===== src/pkg/adcc_pkg.sv =====
// Notes on behaviour
// - selector-out bit routes selector/converter to pins
// - no temperature sensor while selector-out set
// - selector-out limits channels to 10-13, pair 10/11
// - selector-out keeps channel and input path enabled
// - acquisition lasts three converter clock cycles
// - mode bit: 0 single-ended, 1 differential
// - busy clear stops prescaler and converter clock
// - setting busy starts conversion with current settings
// - completion clears busy, powers converter down
// - write 0 aborts, write 1 restarts, back to back
// - inputs gated off when idle unless routed/amplified
// - high register holds result bits 9..2
// - hardware writes results; software writable; retained
// - low register bits 5..0 read zero
// - result registers have no reset value
// - control: channel 7:4, mode, selout, prescale, busy
// - reset clears control register entirely
// - selector-out clear: all seven channels selectable single-ended; differential mode excludes the temperature sensor
package adcc_pkg;

    // ---------------------------------------------------------
    // register map
    // ---------------------------------------------------------
    localparam logic [11:0] OFS_CONTROL = 12'h000;
    localparam logic [11:0] OFS_RES_HIGH = 12'h004;
    localparam logic [11:0] OFS_RES_LOW = 12'h008;
    localparam logic [7:0] CONTROL_RESET = 8'h00;

    // ---------------------------------------------------------
    // control field positions
    // ---------------------------------------------------------
    localparam int POS_BUSY = 0;
    localparam int POS_PRESCALE = 1;
    localparam int POS_SELOUT = 2;
    localparam int POS_MODE = 3;
    localparam int POS_CHAN = 4;
    localparam int POS_LOW_RES = 6;

    // ---------------------------------------------------------
    // channels and timing
    // ---------------------------------------------------------
    localparam logic [3:0] CH_CODE_TEMP = 4'h7;
    localparam logic [3:0] CH_CODE_BASE = 4'ha;
    localparam int NUM_CHAN = 7;
    localparam int RESULT_BITS = 10;
    localparam int ACQ_CYCLES = 3;
    localparam int PRESCALE_SLOW = 16;

    typedef struct packed {
        logic [3:0] chan;
        logic diff_mode;
        logic sel_out;
        logic prescale;
        logic busy;
    } adcc_ctrl_type;

    typedef struct packed {
        logic sel_to_pin14;
        logic adc_from_pin15;
        logic sel_gate_en;
        logic adc_path_en;
        logic diff_mode;
    } adcc_route_type;

endpackage


===== src/core/adcc_top.sv =====
// Chosen here: the register offsets and register access over APB.
`timescale 1ns/1ps
`default_nettype none
module adcc_top #(
    parameter int PRESCALE_DIV = adcc_pkg::PRESCALE_SLOW,
    parameter int ACQ_TICKS = adcc_pkg::ACQ_CYCLES
) (
    // clock and reset
    input wire logic SYS_CLK,
    input wire logic NRST,
    // apb slave
    input wire logic PSEL,
    input wire logic PENABLE,
    input wire logic PWRITE,
    input wire logic [11:0] PADDR,
    input wire logic [31:0] PWDATA,
    output logic [31:0] PRDATA,
    output logic PREADY,
    output logic PSLVERR,
    // analog side
    input wire logic AMP_ENABLED,
    input wire logic COMP_HIGH,
    output logic ADC_CLK_ON,
    output logic SAMPLE_TRACK,
    output logic [9:0] TRIAL_CODE,
    output logic [6:0] CHAN_POS,
    output logic [6:0] CHAN_NEG,
    output adcc_pkg::adcc_route_type ROUTE
);
    import adcc_pkg::*;

    initial begin
        if (PRESCALE_DIV < 2 || PRESCALE_DIV > 256 ||
            (PRESCALE_DIV & (PRESCALE_DIV - 1)) != 0) begin
            $error("PRESCALE_DIV must be a power of two, 2..256");
        end
        if (ACQ_TICKS < 1 || ACQ_TICKS > 15) begin
            $error("ACQ_TICKS must be 1..15");
        end
    end

    typedef enum logic [1:0] {S_IDLE, S_ACQUIRE, S_CONVERT} adcc_state_type;

    // ---------------------------------------------------------
    // reset release
    // ---------------------------------------------------------
    logic rst_meta_q;
    logic rst_n;

    always_ff @(posedge SYS_CLK or negedge NRST) begin
        if (!NRST) begin
            rst_meta_q <= 1'b0;
            rst_n <= 1'b0;
        end else begin
            rst_meta_q <= 1'b1;
            rst_n <= rst_meta_q;
        end
    end

    // ---------------------------------------------------------
    // apb decode
    // ---------------------------------------------------------
    logic pready_q;
    logic pslverr_q;
    logic [31:0] prdata_q;
    adcc_ctrl_type ctrl_q;
    adcc_ctrl_type ctrl_d;
    adcc_ctrl_type cfg_q;
    logic [7:0] res_high_q;
    logic [1:0] res_low_q;

    wire access = PSEL && PENABLE && !pready_q;
    wire done_acc = PSEL && PENABLE && pready_q;
    wire hit_ctrl = (PADDR == OFS_CONTROL);
    wire hit_high = (PADDR == OFS_RES_HIGH);
    wire hit_low = (PADDR == OFS_RES_LOW);
    wire mapped = hit_ctrl || hit_high || hit_low;
    wire ctrl_wr = done_acc && PWRITE && hit_ctrl;
    wire high_wr = done_acc && PWRITE && hit_high;
    wire low_wr = done_acc && PWRITE && hit_low;
    wire [7:0] low_view = {res_low_q, 6'h00};
    wire [7:0] rd_byte = hit_ctrl ? ctrl_q :
                         hit_high ? res_high_q :
                         hit_low ? low_view : 8'h00;

    always_ff @(posedge SYS_CLK or negedge rst_n) begin
        if (!rst_n) begin
            pready_q <= 1'b0;
            pslverr_q <= 1'b0;
            prdata_q <= 32'h0000_0000;
        end else begin
            pready_q <= access;
            pslverr_q <= access && !mapped;
            prdata_q <= (access && !PWRITE) ? {24'h00_0000, rd_byte} :
                        32'h0000_0000;
        end
    end

    // ---------------------------------------------------------
    // prescaler and converter clock
    // ---------------------------------------------------------
    logic [7:0] presc_q;
    adcc_state_type state_q;
    adcc_state_type state_d;
    logic [3:0] step_q;
    logic [3:0] bit_q;
    logic [9:0] sar_q;

    wire busy = ctrl_q.busy;
    wire [7:0] presc_top = 8'(PRESCALE_DIV - 1);
    wire tick = busy && (!cfg_q.prescale || presc_q == presc_top);

    always_ff @(posedge SYS_CLK or negedge rst_n) begin
        if (!rst_n) begin
            presc_q <= 8'h00;
        end else if (!busy || !cfg_q.prescale || tick) begin
            presc_q <= 8'h00;
        end else begin
            presc_q <= presc_q + 8'h01;
        end
    end

    // ---------------------------------------------------------
    // conversion sequencer
    // ---------------------------------------------------------
    wire wr_busy = PWDATA[POS_BUSY];
    wire [9:0] bit_mask = 10'h001 << bit_q;
    wire [9:0] sar_keep = COMP_HIGH ? sar_q : (sar_q & ~bit_mask);
    wire last_bit = (bit_q == 4'h0);
    wire done = (state_q == S_CONVERT) && tick && last_bit && busy;
    // a start is a 0-to-1 write of busy; completion in the same cycle
    // frees the sequencer, so the write still starts
    wire start = ctrl_wr && wr_busy && (!busy || done);
    wire abort = ctrl_wr && !wr_busy;
    wire acq_end = (step_q == 4'(ACQ_TICKS - 1));

    always_comb begin
        state_d = state_q;
        if (start) begin
            state_d = S_ACQUIRE;
        end else if (abort || done) begin
            state_d = S_IDLE;
        end else if (state_q == S_ACQUIRE && tick && acq_end) begin
            state_d = S_CONVERT;
        end
    end

    always_ff @(posedge SYS_CLK or negedge rst_n) begin
        if (!rst_n) begin
            state_q <= S_IDLE;
            step_q <= 4'h0;
            bit_q <= 4'h0;
            sar_q <= 10'h000;
        end else begin
            state_q <= state_d;
            if (start) begin
                step_q <= 4'h0;
                bit_q <= 4'(RESULT_BITS - 1);
                sar_q <= 10'h200;
            end else if (state_q == S_ACQUIRE && tick) begin
                step_q <= step_q + 4'h1;
            end else if (state_q == S_CONVERT && tick && !last_bit) begin
                bit_q <= bit_q - 4'h1;
                sar_q <= sar_keep | (bit_mask >> 1);
            end
        end
    end

    // ---------------------------------------------------------
    // control register
    // ---------------------------------------------------------
    always_comb begin
        ctrl_d = ctrl_q;
        if (ctrl_wr) begin
            ctrl_d = adcc_ctrl_type'(PWDATA[7:0]);
        end else if (done) begin
            ctrl_d.busy = 1'b0;
        end
    end

    always_ff @(posedge SYS_CLK or negedge rst_n) begin
        if (!rst_n) begin
            ctrl_q <= adcc_ctrl_type'(CONTROL_RESET);
            cfg_q <= adcc_ctrl_type'(CONTROL_RESET);
        end else begin
            ctrl_q <= ctrl_d;
            if (start) begin
                cfg_q <= adcc_ctrl_type'(PWDATA[7:0]);
            end
        end
    end

    // ---------------------------------------------------------
    // result registers, no reset on purpose
    // ---------------------------------------------------------
    wire [9:0] result = sar_keep;

    always_ff @(posedge SYS_CLK) begin
        if (done) begin
            res_high_q <= result[9:2];
            res_low_q <= result[1:0];
        end else begin
            if (high_wr) begin
                res_high_q <= PWDATA[7:0];
            end
            if (low_wr) begin
                res_low_q <= PWDATA[POS_LOW_RES +: 2];
            end
        end
    end

    // ---------------------------------------------------------
    // channel selection and routing
    // ---------------------------------------------------------
    // settings in force: snapshot while converting, live while idle
    adcc_ctrl_type act;
    assign act = busy ? cfg_q : ctrl_q;
    wire gate_en = busy || act.sel_out || AMP_ENABLED;

    logic [6:0] pos_d;
    logic [6:0] neg_d;

    genvar gi;
    generate
        for (gi = 0; gi < NUM_CHAN; gi = gi + 1) begin : g_chan
            localparam logic [3:0] CODE = (gi == 0) ? CH_CODE_TEMP :
                                          4'(CH_CODE_BASE + gi - 1);
            localparam logic [3:0] PARTNER = CODE ^ 4'h1;
            wire allow_se = (gi == 0) ? !act.sel_out :
                            (!act.sel_out || gi <= 4);
            wire allow_df = (gi != 0) &&
                            (!act.sel_out || gi <= 2);
            wire allow = act.diff_mode ? allow_df : allow_se;
            assign pos_d[gi] = gate_en && allow && (act.chan == CODE);
            assign neg_d[gi] = gate_en && act.diff_mode && allow_df &&
                               (act.chan == PARTNER);
        end
    endgenerate

    adcc_route_type route_d;
    always_comb begin
        route_d.sel_to_pin14 = act.sel_out;
        route_d.adc_from_pin15 = act.sel_out;
        route_d.sel_gate_en = gate_en;
        route_d.adc_path_en = gate_en;
        route_d.diff_mode = act.diff_mode;
    end

    // ---------------------------------------------------------
    // registered outputs
    // ---------------------------------------------------------
    logic track_q;
    logic clk_on_q;
    logic [6:0] pos_q;
    logic [6:0] neg_q;
    adcc_route_type route_q;

    always_ff @(posedge SYS_CLK or negedge rst_n) begin
        if (!rst_n) begin
            track_q <= 1'b0;
            clk_on_q <= 1'b0;
            pos_q <= 7'h00;
            neg_q <= 7'h00;
            route_q <= '0;
        end else begin
            track_q <= (state_d == S_ACQUIRE);
            clk_on_q <= ctrl_d.busy;
            pos_q <= pos_d;
            neg_q <= neg_d;
            route_q <= route_d;
        end
    end

    assign PRDATA = prdata_q;
    assign PREADY = pready_q;
    assign PSLVERR = pslverr_q;
    assign ADC_CLK_ON = clk_on_q;
    assign SAMPLE_TRACK = track_q;
    assign TRIAL_CODE = sar_q;
    assign CHAN_POS = pos_q;
    assign CHAN_NEG = neg_q;
    assign ROUTE = route_q;

    // ---------------------------------------------------------
    // assertions
    // ---------------------------------------------------------
    wire start_div1 = start && !PWDATA[POS_PRESCALE];
    wire res_wr = high_wr || low_wr;
    logic res_seen_q;

    // result registers hold no defined value until their first load
    always_ff @(posedge SYS_CLK or negedge rst_n) begin
        if (!rst_n) begin
            res_seen_q <= 1'b0;
        end else if (done || high_wr) begin
            res_seen_q <= 1'b1;
        end
    end
endmodule
`default_nettype wire


===== config.mk =====
export PLATFORM = sky130hd
export DESIGN_NAME = adcc_top
export DESIGN_NICKNAME = d
export VERILOG_FILES = /design/src/pkg/adcc_pkg.sv /design/src/core/adcc_top.sv
export SDC_FILE = /design/constraint.sdc
export NUM_CORES = 1
export LEC_CHECK = 0
export ABC_AREA = 1
export BUFFER_PORTS_ARGS = -buffer_cell sky130_fd_sc_hd__buf_2
export CAP_MARGIN = 20
export CELL_PAD_IN_SITES_DETAIL_PLACEMENT = 1
export CELL_PAD_IN_SITES_GLOBAL_PLACEMENT = 1
export CORE_MARGIN = 1
export CORE_UTILIZATION = 30
export DETAILED_ROUTE_END_ITERATION = 16
export PLACE_DENSITY = 0.71
export REMOVE_ABC_BUFFERS = 1
export SYNTH_ARGS = -nofsm -noshare
export SYNTH_HDL_FRONTEND = slang
export SYNTH_SLANG_ARGS = --single-unit

===== constraint.sdc =====
create_clock -name SYS_CLK -period 4.7 [get_ports SYS_CLK]
set_input_delay 0.47 -clock SYS_CLK [delete_from_list [all_inputs] [get_ports SYS_CLK]]
set_output_delay 0.47 -clock SYS_CLK [all_outputs]
set_load 0.005 [all_outputs]

Word level (Yosys, flattened, before mapping)
Index checks and enable logic that the tools add are counted.
{ "word_totals": {"reg_bits": 83, "input_bits": 51, "out_inout_bits": 65, "word_cells": 138} }
{ "classes": {"n_eq_ne": 15, "muxes": 26, "n_addsub": 3, "bitwise_logic": 3, "shifts": 1, "n_reduce_logical": 62} }
{ "ops": {"columns": ["operator", "n"], "rows": [
  ["two-way mux 8 bit", 8],
  ["two-way mux 10 bit", 4],
  ["logical AND 1 bit", 37],
  ["equality test 4 bit, second input constant", 6],
  ["two-way mux 4 bit", 5],
  ["equality test 12 x 3 -> 1 bit, second input constant", 1],
  ["equality test 12 x 4 -> 1 bit, second input constant", 1],
  ["zero test 12 bit", 1],
  ["bitwise AND 10 bit", 1],
  ["two-way mux 2 bit", 5],
  ["inverter 10 bit", 1],
  ["bitwise OR 10 x 9 -> 10 bit", 1],
  ["nonzero test 2 bit", 5],
  ["<< shifter 1 x 4 -> 10 bit, first input constant", 1],
  ["logical OR 1 bit", 9],
  ["adder 8 x 1 -> 8 bit, second input constant", 1],
  ["equality test 8 x 4 -> 1 bit, second input constant", 1],
  ["zero test 1 bit", 8],
  ["adder 4 x 1 -> 4 bit, second input constant", 1],
  ["equality test 2 x 1 -> 1 bit, second input constant", 2],
  ["equality test 4 x 2 -> 1 bit, second input constant", 1],
  ["equality test 4 x 3 -> 1 bit, second input constant", 1],
  ["zero test 4 bit", 1],
  ["two-way mux 1 bit", 4],
  ["other kinds (4)", 4]
]} }

Depth between registers and ports, before layout
Gate-level depths: netlist (run 1).
{ "logic_depth": {"word_depth": 10, "ltp_mapped": 12, "depth_no_buf": 11} }

Least setup slack after synthesis (run 1)
Ideal clock, no wire load.
{ "synth_timing": {"kind": "register -> register", "from": "register bit_q[0]", "to": "register res_high_q[0] (enable)", "required_ns": 4.316, "arrival_ns": 1.537, "stages_incl_launch_ff": 8, "n_path_buf": 1, "period_less_slack_ns": 1.921, "setup_slack_ns": 2.779, "setup_time_ns": 0.384, "cell_sequence": "dfrtp_1 -> inv_1 -> ha_1 -> inv_1 -> nor2_1 -> nand4_2 -> clkbuf_1 -> o21ai_0"} }
{ "synth_between": {"elab_chain_cells": 4} }
{ "synth_lines": {"columns": ["item", "line_no", "rtl"], "rows": [
  ["from (decl)", "adcc_top.sv:106", "logic [3:0] bit_q;"],
  ["from (signal assigned)", "adcc_top.sv:158", "bit_q <= 4'(RESULT_BITS - 1);"],
  ["from (signal assigned)", "adcc_top.sv:163", "bit_q <= bit_q - 4'h1;"],
  ["zero test 4 bit", "adcc_top.sv:129", "wire last_bit = (bit_q == 4'h0);"],
  ["logical AND 1 bit (2 in a row)", "adcc_top.sv:130", "wire done = (state_q == S_CONVERT) && tick && last_bit && busy;"],
  ["nonzero test 2 bit (no line)", null, null],
  ["to (signal assigned)", "adcc_top.sv:200", "res_high_q <= result[9:2];"],
  ["to (signal assigned)", "adcc_top.sv:204", "res_high_q <= PWDATA[7:0];"],
  ["to (decl)", "adcc_top.sv:69", "logic [7:0] res_high_q;"]
]} }
Every way passes these cells.
A chain may end at the register's enable or synchronous reset.

Final worst setup path (run 1)
{ "layout_timing": {"from": "register bit_q[0]", "to": "register track_q, in the netlist SAMPLE_TRACK"} }
{ "layout_between": {"elab_chain_cells": 7, "elab_cells_between_ends": 9, "classes_between": "eq/ne (1); mux (2); reduce/logical (6)"} }
{ "layout_lines": {"columns": ["item", "line_no", "rtl"], "rows": [
  ["zero test 4 bit *", "adcc_top.sv:129", null],
  ["logical AND 1 bit * (2 in a row)", "adcc_top.sv:130", null],
  ["logical OR 1 bit (on tied branches)", "adcc_top.sv:141, adcc_top.sv:133", null],
  ["two-way mux 2 bit / logical AND 1 bit (equally long branches)", "adcc_top.sv:141, adcc_top.sv:133", null],
  ["two-way mux 2 bit *", "adcc_top.sv:139", "if (start) begin"],
  ["equality test 2 x 1 -> 1 bit *", "adcc_top.sv:266", "track_q <= (state_d == S_ACQUIRE);"],
  ["to (signal assigned)", "adcc_top.sv:266", null],
  ["to (decl)", "adcc_top.sv:252", "logic track_q;"]
]} }
Every way passes the cells marked *; elsewhere a longest branch is shown, timed or not.

==> impl_metrics.yaml, run 1 <==
setup_path:
  crit_required_ns: 4.99
  crit_slowest_cell: "nand4_2"
  crit_path_end_kind: "flip-flop"
  worstSetupPathType: "flip-flop to flip-flop"
  crit_start: "bit_q[0]"
  crit_arrival_ns: 2.82
  cp-endpoint: "SAMPLE_TRACK"
  path_cells: "inv_1 -> ha_1 -> inv_1 -> nor2_1 -> nand4_2 -> nand2_1 -> nand2_4 -> nand3_1 -> nand2_1 -> inv_1"
  crit_path_max_fanout: 34
  reg2reg_slack_ns: 2.17
  crit_path_start_kind: "flip-flop"
  r2r_cells: 10
  critPathMaxStageDelay_ns: 0.46
  r2r_end: "SAMPLE_TRACK"
  path_common_cell: "inv_1"
  r2r-start: "bit_q[0]"
cts:
  insertion_delay_ns: 0.35
  root_buffer: "clkbuf_16"
  cts_tree: "built"
  post_cts_buffers: 0
  htreeDepth: 3
  clkTransAtPathRegs_ns: 0.06
  clockBufferDepth: 2
  cts_sinks: 82
  cts_buffers: 9
final_layout:
  nets: 600
  antenna_cells: 0
  drive_gt1_share_pct: 22.71
  mostFrequentLayoutCells: "nand2_1, dfrtp_1, buf_2, inv_1, nor2_1"
  synthToLayoutAreaGrowth_pct: 16.76
  layout_commonest_cell: "nand2_1"
  num-fill-cells: 1632
  fin_area_sq_um: 4795
detailed_routing:
  via_per_inst: 4.410
  drt_iter0_markers: 123
  routedWlPerCell_um: 13.53
  drt-pass1-iter-count: 3
  vias: 3184
  postRouteAntennaNets: 0
  post-route-drc-count: 0
  wirelength_um: 9769
timing:
  finalSetupViolations: 0
  fin_tns_setup_ns: 0
  clock_skew_ns: 0.006575
  worstMarginPinSlew_ns: 0.8864
  rsz0062_at_grt: "false"
  drv_slew: 0
  max_freq_mhz: 395.5
  period_share_pct: 53.80
  fin_crit_ns: 2.529
  hold_viol_final: 0
  max_slew_margin_pct: 40.91
status:
  status: "finished, final reports clean"
global_route:
  grt_start_max_net_pins: 71
  first_global_vias: 3267
  grt_use_total_pct: 14.91
  antenna_found_initial: 0
  grt.overflow.total: 0
  grt_first_pass_wirelength_um: 16280
logic_synthesis:
  synth-edff-count: 10
  yosysTopAreaCellShare_pct: 43.88
  synth_cells: 474
  yosys_warnings: 0
  yosysTopAreaCell: "dfrtp_1"
  synth_top_cells_by_area: "dfrtp_1, nand2_1, edfxtp_1"
  yosys_most_used_dff: "dfrtp_1"
  ys_async_sr_fraction_pct: 87.80
  syn-cell-area_sq_um: 4106
  synth_cell_type_count: 41
  ys_seq_area_share_pct: 51.19
  syn_avg_cell_area_sq_um: 8.663
  synth_seq_cells: 82
place:
  routabilityCongestion: 0.8442
  dp_hpwl_um: 7165
  placed_area_sq_um: 4476
  place.port_buffers: 66
floorplanning:
  std_cell_rows: 42
  coreArea_sq_um: 13300
  die_w_um: 119.0
  start_util_pct: 30.89
  die_y_um: 119.0
  dieArea_sq_um: 14160
  ios: 116
power:
  powerDensity_nw_per_um2: 310.6
  irDropWorstVdd_uv: 133.8
  p_leak_nw: 2.458
flow_run:
  drv_cap: 0
min_path:
  whs_path_depth: 0
  hold_start: "rst_meta_q"
  worstHoldPathType: "flip-flop to flip-flop"
-- per-layer routing --
metal | track usage [%] | up-vias | wire length (um) | part of all wire [%]
met1 | 17.90 | 1527 | 4420 | 45
met2 | 24.75 | 73 | 4676 | 48
li1 | - | 1570 | - | -
met4 | 5.380 | 0 | 192 | 2.0
met5 | 0 | - | 0 | 0
met3 | 4.981 | 14 | 479 | 4.9
-- how the worst min path moves through the flow --
stage | end | slack [ns]
floorplan | rst_meta_q | 0.17
global placement | rst_meta_q | 0.26
detailed placement | rst_meta_q | 0.26
CTS | rst_n | 0.35
global route | rst_n | 0.36
finish | rst_n | 0.35
-- cells in the mapped netlist (2+ instances only) --
master    instances
nand2_1         118
dfrtp_1          72
inv_1            53
nor2_1           44
o21ai_0          32
buf_4            27
nand3_1          17
nand2_2          15
a21oi_1          13
edfxtp_1         10
ha_1              8
o21ai_2           7
nor3_1            6
o21ai_1           6
buf_6             5
clkbuf_1          3
inv_2             3
nand4_1           3
buf_2             2
conb_1            2
nand2_4           2
nand3_2           2
nor2_4            2
nor3b_1           2
or2_2             2
xnor2_1           2
xor2_1            2
-- flip-flops by register name, summed over array words and instances (netlist names), 2 cells and up --
| name | cells |
|---|---|
| CHAN_NEG | 6 |
| CHAN_POS | 7 |
| PRDATA | 8 |
| ROUTE | 3 |
| TRIAL_CODE | 10 |
| bit_q | 4 |
| cfg_q | 7 |
| ctrl_q | 7 |
| presc_q | 8 |
| res_high_q | 8 |
| res_low_q | 2 |
| state_q | 2 |
| step_q | 4 |
-- worst max-delay path, delay by kind of cell (launching register included) --
kind | cells | cell delay [ns]
AND/OR/NAND/NOR | 6 | 1.55
flip-flops | 1 | 0.42
adder cells (fa/ha/maj) | 1 | 0.20
buffers and inverters | 3 | 0.30
-- power breakdown --
group | leakage [nW] | internal, mW | switching, mW | total (mW)
Combinational | 1.31 | 0.0147 | 0.0352 | 0.0498
Sequential | 1.01 | 0.720 | 0.000861 | 0.721
Clock | 0.138 | 0.428 | 0.291 | 0.718
Total | 2.46 | 1.16 | 0.327 | 1.49
-- what timing repair did --
item | CTS | global route
hold endpoints to repair | 2 | 0
hold buffers | 1 | 0
resized for setup | 0 | 0
-- logic make-up (layout without fill, tap and decap cells) --
logic type / Yosys count / after routing / share of synthesized area [%]
XOR/XNOR: 4 / 4 / 0.8533
AND/OR/NAND/NOR: 220 / 220 / 24.19
other: 2 / 26 / 0.1829
adder cells (fa/ha/maj): 8 / 8 / 2.438
AO/OA/AOI/OAI: 61 / 61 / 8.531
flip-flops: 82 / 82 / 51.19
multiplexers: 1 / 1 / 0.2438
buffers and inverters: 96 / 144 / 12.37
-- cell type report --
type	count	area, sq um	share of cell area [%]
Clock buffer	11	242.7	5.063
Inverter	59	227.7	4.749
Tap cell	176	220.2	4.593
Timing Repair Buffer	69	352.8	7.359
Clock inverter	5	61.31	1.279
Multi-Input combinational cell	320	1587	33.09
Sequential cell	82	2103	43.87
-- per-stage QoR --
stage | util, % | power (mW) | std cells | hold WS [ns] | setup slack (ns)
after global placement | 33.66 | 0.7833 | 704 | 0.2551 | 2.213
after detailed placement | 33.66 | 0.7851 | 704 | 0.2574 | 2.128
after global routing | 36.06 | 1.542 | 722 | 0.3554 | 1.935
after floorplan | - | 0.7602 | 461 | 0.1744 | 2.546
after CTS | 36.02 | 1.508 | 721 | 0.3548 | 2.120
final | 36.06 | 1.489 | 722 | 0.3516 | 2.171
No activity file was read; power rests on OpenSTA's default activity.
==> run 2, diff against run 1 <==
- PLACE_DENSITY: 0.71 -> 0.73
- clock period: 4.7 -> 2.19 ns (I/O delays scaled with it)
==> impl_metrics.yaml, run 2 (synthesis results as in run 1) <==
power:
  power.share.clock_pct: 48.6
  p_leak_nw: 2.521
  power_mw: 3.225
  power_switching_mw: 0.7402
  irDropWorstVdd_uv: 295.4
  p_int_mw: 2.485
  combinationalPowerShare_pct: 3.4
  powerDensity_nw_per_um2: 659.7
  swShare_pct: 22.95
  seq_power_share_pct: 48.0
setup_path:
  r2r_cells: 8
  crit_arrival_ns: 2.02
  crit_required_ns: 2.23
  worstSetupPathType: "flip-flop to flip-flop"
  reg2reg_slack_ns: 0.21
  r2r_end: "res_high_q[7]"
  crit_path_end_kind: "flip-flop"
  r2r-start: "bit_q[0]"
  crit_path_start_kind: "flip-flop"
  crit_path_max_fanout: 22
final_layout:
  stdcell_count: 730
  drive_gt1_share_pct: 24.01
  final_util_pct: 36.77
  layout_commonest_cell: "nand2_1"
  mostFrequentLayoutCells: "nand2_1, dfrtp_1, buf_2, inv_1, nor2_1"
  synthToLayoutAreaGrowth_pct: 19.04
  num-fill-cells: 1613
  seqCellArea_sq_um: 2103
  largest_reg_flops: 10
  fin_area_sq_um: 4888
  multi_input_area_sq_um: 1587
  nets: 608
  antenna_cells: 0
cts:
  insertion_delay_ns: 0.34
  htreeDepth: 3
  post_cts_buffers: 0
  cts_sinks: 82
  cts_tree: "built"
  cts_buffers: 9
  clockBufferDepth: 2
  root_buffer: "clkbuf_16"
  clkTransAtPathRegs_ns: 0.07
floorplanning:
  die_y_um: 119.0
  coreArea_sq_um: 13300
  die_w_um: 119.0
  std_cell_rows: 42
  start_util_pct: 30.89
  ios: 116
  dieArea_sq_um: 14160
global_route:
  grt_first_pass_wirelength_um: 16080
  first_global_vias: 3315
  grt_start_max_net_pins: 71
  antenna_found_initial: 0
  grt_use_total_pct: 14.30
  grt.overflow.total: 0
timing:
  period_share_pct: 90.19
  drv_slew: 0
  clock_skew_ns: 0.008242
  hold_viol_final: 0
  rsz0062_at_grt: "false"
  finalSetupViolations: 0
  max_freq_mhz: 506.3
  fin_crit_ns: 1.975
  fin_tns_setup_ns: 0
min_path:
  hold_start: "PWDATA[5]"
  hold_path_end: "cfg_q[5]"
  worstHoldPathType: "input pin to flip-flop"
  whs_path_depth: 3
detailed_routing:
  vias: 3187
  postRouteAntennaNets: 0
  post-route-drc-count: 0
  wirelength_um: 9453
  drt-pass1-iter-count: 4
  drt_iter0_markers: 142
  via_per_inst: 4.366
  routedWlPerCell_um: 12.95
place:
  dp_hpwl_um: 7268
  dp.cells: 713
  routabilityCongestion: 0.7578
  placed_area_sq_um: 4568
  place.port_buffers: 66
flow_run:
  drv_cap: 0
status:
  status: "finished, final reports clean"
run 2: changes by cell type in the layout (fill, tap and decap cells not counted):
cell	change
buf_12	+2
inv_8	+1
clkinv_4	+3
buf_2	-1
buf_4	+7
clkbuf_1	-1
inv_6	+1
clkbuf_8	-1
clkinvlp_4	-3
run 2: power by group through the flow:
| stage | Clock, mW | Combinational, mW | Sequential [mW] |
|---|---|---|---|
| after floorplan | 0 | 0.0368 | 1.59 |
| final | 1.57 | 0.111 | 1.55 |
| after detailed placement | 0 | 0.112 | 1.58 |
| after global routing | 1.66 | 0.130 | 1.55 |
| after CTS | 1.61 | 0.114 | 1.55 |
| after global placement | 0 | 0.108 | 1.58 |
run 2: stage by stage:
stage | hold slack, ns | worst slack, ns
floorplan | -0.07659 | 0.03649
global placement | 0.003641 | 0.2984
detailed placement | 0.007045 | 0.2379
CTS | 0.1246 | 0.2163
global route | 0.1473 | 0.05560
finish | 0.1377 | 0.2148
run 2: final cells by class:
type | count | share of cell area (%)
Inverter | 59 | 4.658
Sequential cell | 82 | 43.03
Timing Repair Buffer | 77 | 9.009
Clock inverter | 7 | 1.740
Multi-Input combinational cell | 320 | 32.45
Clock buffer | 9 | 4.607
Tap cell | 176 | 4.505
run 2: how the worst max path moves through the flow:
stage                  start             to  slack (ns)
global route        bit_q[0]  res_high_q[7]        0.06
CTS                 bit_q[0]  res_high_q[7]        0.22
floorplan              rst_n     ADC_CLK_ON        0.04
detailed placement  bit_q[0]  res_high_q[5]        0.24
global placement    bit_q[0]  res_high_q[4]        0.30
finish              bit_q[0]  res_high_q[7]        0.21
run 2: layer usage:
metal  global-route usage, %  vias up  part of all wire (%)  wire length [um]
met2                   24.09       75                    47              4457
met4                   4.509        0                   1.3               124
met3                   2.778       11                   4.3               409
met1                   18.38     1515                    47              4462
li1                        -     1586                     -                 -
met5                       0        -                     0                 0
run 2: critical path, cell delays in order (launching register included):
cell and delay, ns:
dfrtp_1 0.41, inv_1 0.16, ha_1 0.20, inv_1 0.06, nor2_1 0.18, nand4_2 0.14
buf_4 0.23, o21ai_0 0.10, buf_4 0.20
run 2: repair_timing:
action / 4_1_cts / 5_1_grt
hold buffers: 1 / 0
resized for setup: 0 / 0
endpoints found under the hold margin: 2 / 0
==> run 3, diff against run 2 <==
- ABC_AREA: 1 -> not set
- PLACE_DENSITY: 0.73 -> 0.72
==> impl_metrics.yaml, run 3 <==
global_route:
  grt_start_max_net_pins: 48
  grt.overflow.total: 0
  grt_first_pass_wirelength_um: 17530
  first_global_vias: 3470
  grt_use_total_pct: 15.77
  antenna_found_initial: 1
final_layout:
  nets: 548
  antenna_cells: 0
  layout_commonest_cell: "dfrtp_1"
  synthToLayoutAreaGrowth_pct: 23.54
  drive_gt1_share_pct: 27.73
  mostFrequentLayoutCells: "dfrtp_1, buf_2, nand2_1, nor2_1, buf_4"
  largest_reg_flops: 10
  num-fill-cells: 1541
  fin_area_sq_um: 5044
floorplanning:
  coreArea_sq_um: 13240
  start_util_pct: 30.83
  dieArea_sq_um: 14080
  std_cell_rows: 42
  ios: 116
  die_w_um: 118.7
  die_y_um: 118.7
logic_synthesis:
  synth_cell_type_count: 53
  synth_cells: 400
  yosysTopAreaCell: "dfrtp_1"
  syn_avg_cell_area_sq_um: 10.21
  synth-edff-count: 10
  synth_seq_cells: 82
  synth_top_cells_by_area: "dfrtp_1, edfxtp_1, buf_4"
  yosysTopAreaCellShare_pct: 44.13
  yosysMostFrequentCell: "dfrtp_1"
  ys_seq_area_share_pct: 51.49
  yosys_warnings: 0
  ys_top_cells_by_count: "dfrtp_1, nand2_1, nor2_1, buf_4, o21ai_0"
  yosys_most_used_dff: "dfrtp_1"
  syn-cell-area_sq_um: 4083
  ys_async_sr_fraction_pct: 87.80
setup_path:
  critPathMaxStageDelay_ns: 0.56
  crit_required_ns: 2.27
  path_cells: "or4_4 -> o21a_1 -> or3_4 -> buf_6 -> mux2_4"
  crit_slowest_cell: "or4_4"
  crit_path_start_kind: "flip-flop"
  crit_arrival_ns: 2.28
  crit_path_end_kind: "flip-flop"
  crit_path_max_fanout: 5
  worstSetupPathType: "flip-flop to flip-flop"
timing:
  max_slew_margin_pct: 64.72
  worst_slack_ns: -0.006823
  clock_skew_ns: 0.006950
  rsz0062_at_grt: "true"
  finalSetupViolations: 2
  fin_crit_ns: 2.197
  max_freq_mhz: 455.2
  hold_ws_ns: 0.09929
  fin_tns_setup_ns: -0.01241
  worstMarginPinSlew_ns: 0.5244
  hold_viol_final: 0
  period_share_pct: 100.3
  drv_slew: 0
cts:
  clockBufferDepth: 2
  cts_buffers: 9
  cts_sinks: 82
  clkTransAtPathRegs_ns: 0.06
  htreeDepth: 3
  insertion_delay_ns: 0.34
  cts_tree: "built"
  root_buffer: "clkbuf_16"
detailed_routing:
  postRouteAntennaNets: 0
  drt-pass1-iter-count: 4
  via_per_inst: 4.828
  vias: 3235
  routedWlPerCell_um: 15.77
  post-route-drc-count: 0
  wirelength_um: 10570
  drt_iter0_markers: 189
place:
  dp_hpwl_um: 7678
  place_ws_ns: -0.04470
  place.port_buffers: 66
  placed_area_sq_um: 4656
  routabilityCongestion: 0.7886
power:
  power_mw: 3.711
  powerDensity_nw_per_um2: 735.8
  p_leak_nw: 2.397
  irDropWorstVdd_uv: 446.7
status:
  status: "finished with violations"
  violations: "setup timing"
flow_run:
  drv_cap: 0
min_path:
  worstHoldPathType: "input pin to flip-flop"
-- run 3: cell types whose count changed in the layout (fill, tap and decap cells not counted), sizes merged, moves of 7 or more --
cell   previous run  this run
a21oi            13        20
buf              76        98
mux2i             1        10
nand2           135        37
nand3            20        13
nor2             46        31
o31ai             0         8
o21ai            45        24
inv              59        16
mux2              0        13
-- run 3: area by class of cell --
| class | instances | area (sq um) | share of cell area [%] |
|---|---|---|---|
| clock buffers | 10 | 250.2 | 4.962 |
| flip-flops and latches | 82 | 2103 | 41.70 |
| well taps | 176 | 220.2 | 4.366 |
| inverters | 14 | 52.55 | 1.042 |
| multi-input cells | 283 | 1769 | 35.08 |
| clock inverters | 6 | 46.29 | 0.9179 |
| repair buffers | 99 | 601.8 | 11.93 |
-- run 3: cells by family after synthesis --
| logic type | share of synthesized area, % |
|---|---|
| and+or+nand+nor | 17.68 |
| DFF | 51.49 |
| AOI/OAI and AO/OA | 12.26 |
| buffers and inverters | 8.428 |
| muxes | 6.221 |
| adders and majority gates | 2.452 |
| xor gates and xnor gates | 1.287 |
| other | 0.1839 |
-- run 3: stage by stage --
stage,std cells,utilization [%]
2_1_floorplan,379,-
3_3_place_gp,649,35.16
3_5_place_dp,649,35.16
4_1_cts,668,37.71
5_1_grt,670,38.09
6_report,670,38.09
-- run 3: worst max-delay path, delay by kind of cell, from the launching register on --
kind / cells / cell delay (ns)
flops: 1 / 0.38
buf+inv: 1 / 0.15
mux: 1 / 0.30
compound gates: 1 / 0.22
simple gates: 2 / 0.90
-- run 3: worst paths after layout --
| kind | start | slack (ns) | cells after the start | endpoint |
|---|---|---|---|---|
| worst max-delay path | presc_q[5] | -0.007 | 5 | res_high_q[4] |
| worst min-delay path | PWRITE | 0.1 | 2 | PRDATA[7] |
| worst max register to register | presc_q[5] | -0.007 | 5 | res_high_q[4] |
| worst min register to register | rst_n | 0.24 | 0 | CHAN_POS[4] |
| max in group asynchronous | rst_n | 1.33 | 1 | TRIAL_CODE[6] |
| min in group asynchronous | NRST | 0.19 | 2 | rst_n |
-- run 3: what timing repair did --
action                                  4_1_cts  5_1_grt
gates resized for setup                       4       11
hold buffers                                  1        0
pin swaps                                     1        1
endpoints found under the setup margin       18       26
hold endpoints to repair                      2        0
setup buffers                                 2        1
cloned                                        0        1
-- run 3: layer usage --
| layer | part of all wire (%) | wire [um] | vias to the layer above | GRT usage (%) |
|---|---|---|---|---|
| li1 | - | - | 1540 | - |
| met1 | 43 | 4597 | 1607 | 19.39 |
| met2 | 51 | 5399 | 73 | 27.41 |
| met3 | 3.9 | 413 | 13 | 3.427 |
| met4 | 1.4 | 144 | 2 | 4.905 |
| met5 | 0.12 | 13 | - | 0 |
-- run 3: report_power, final --
group	switching, mW	leakage (nW)	internal [mW]
clock network	0.639	0.141	0.845
registers	0.0550	1.05	1.60
logic	0.326	1.21	0.248
total	1.02	2.40	2.69
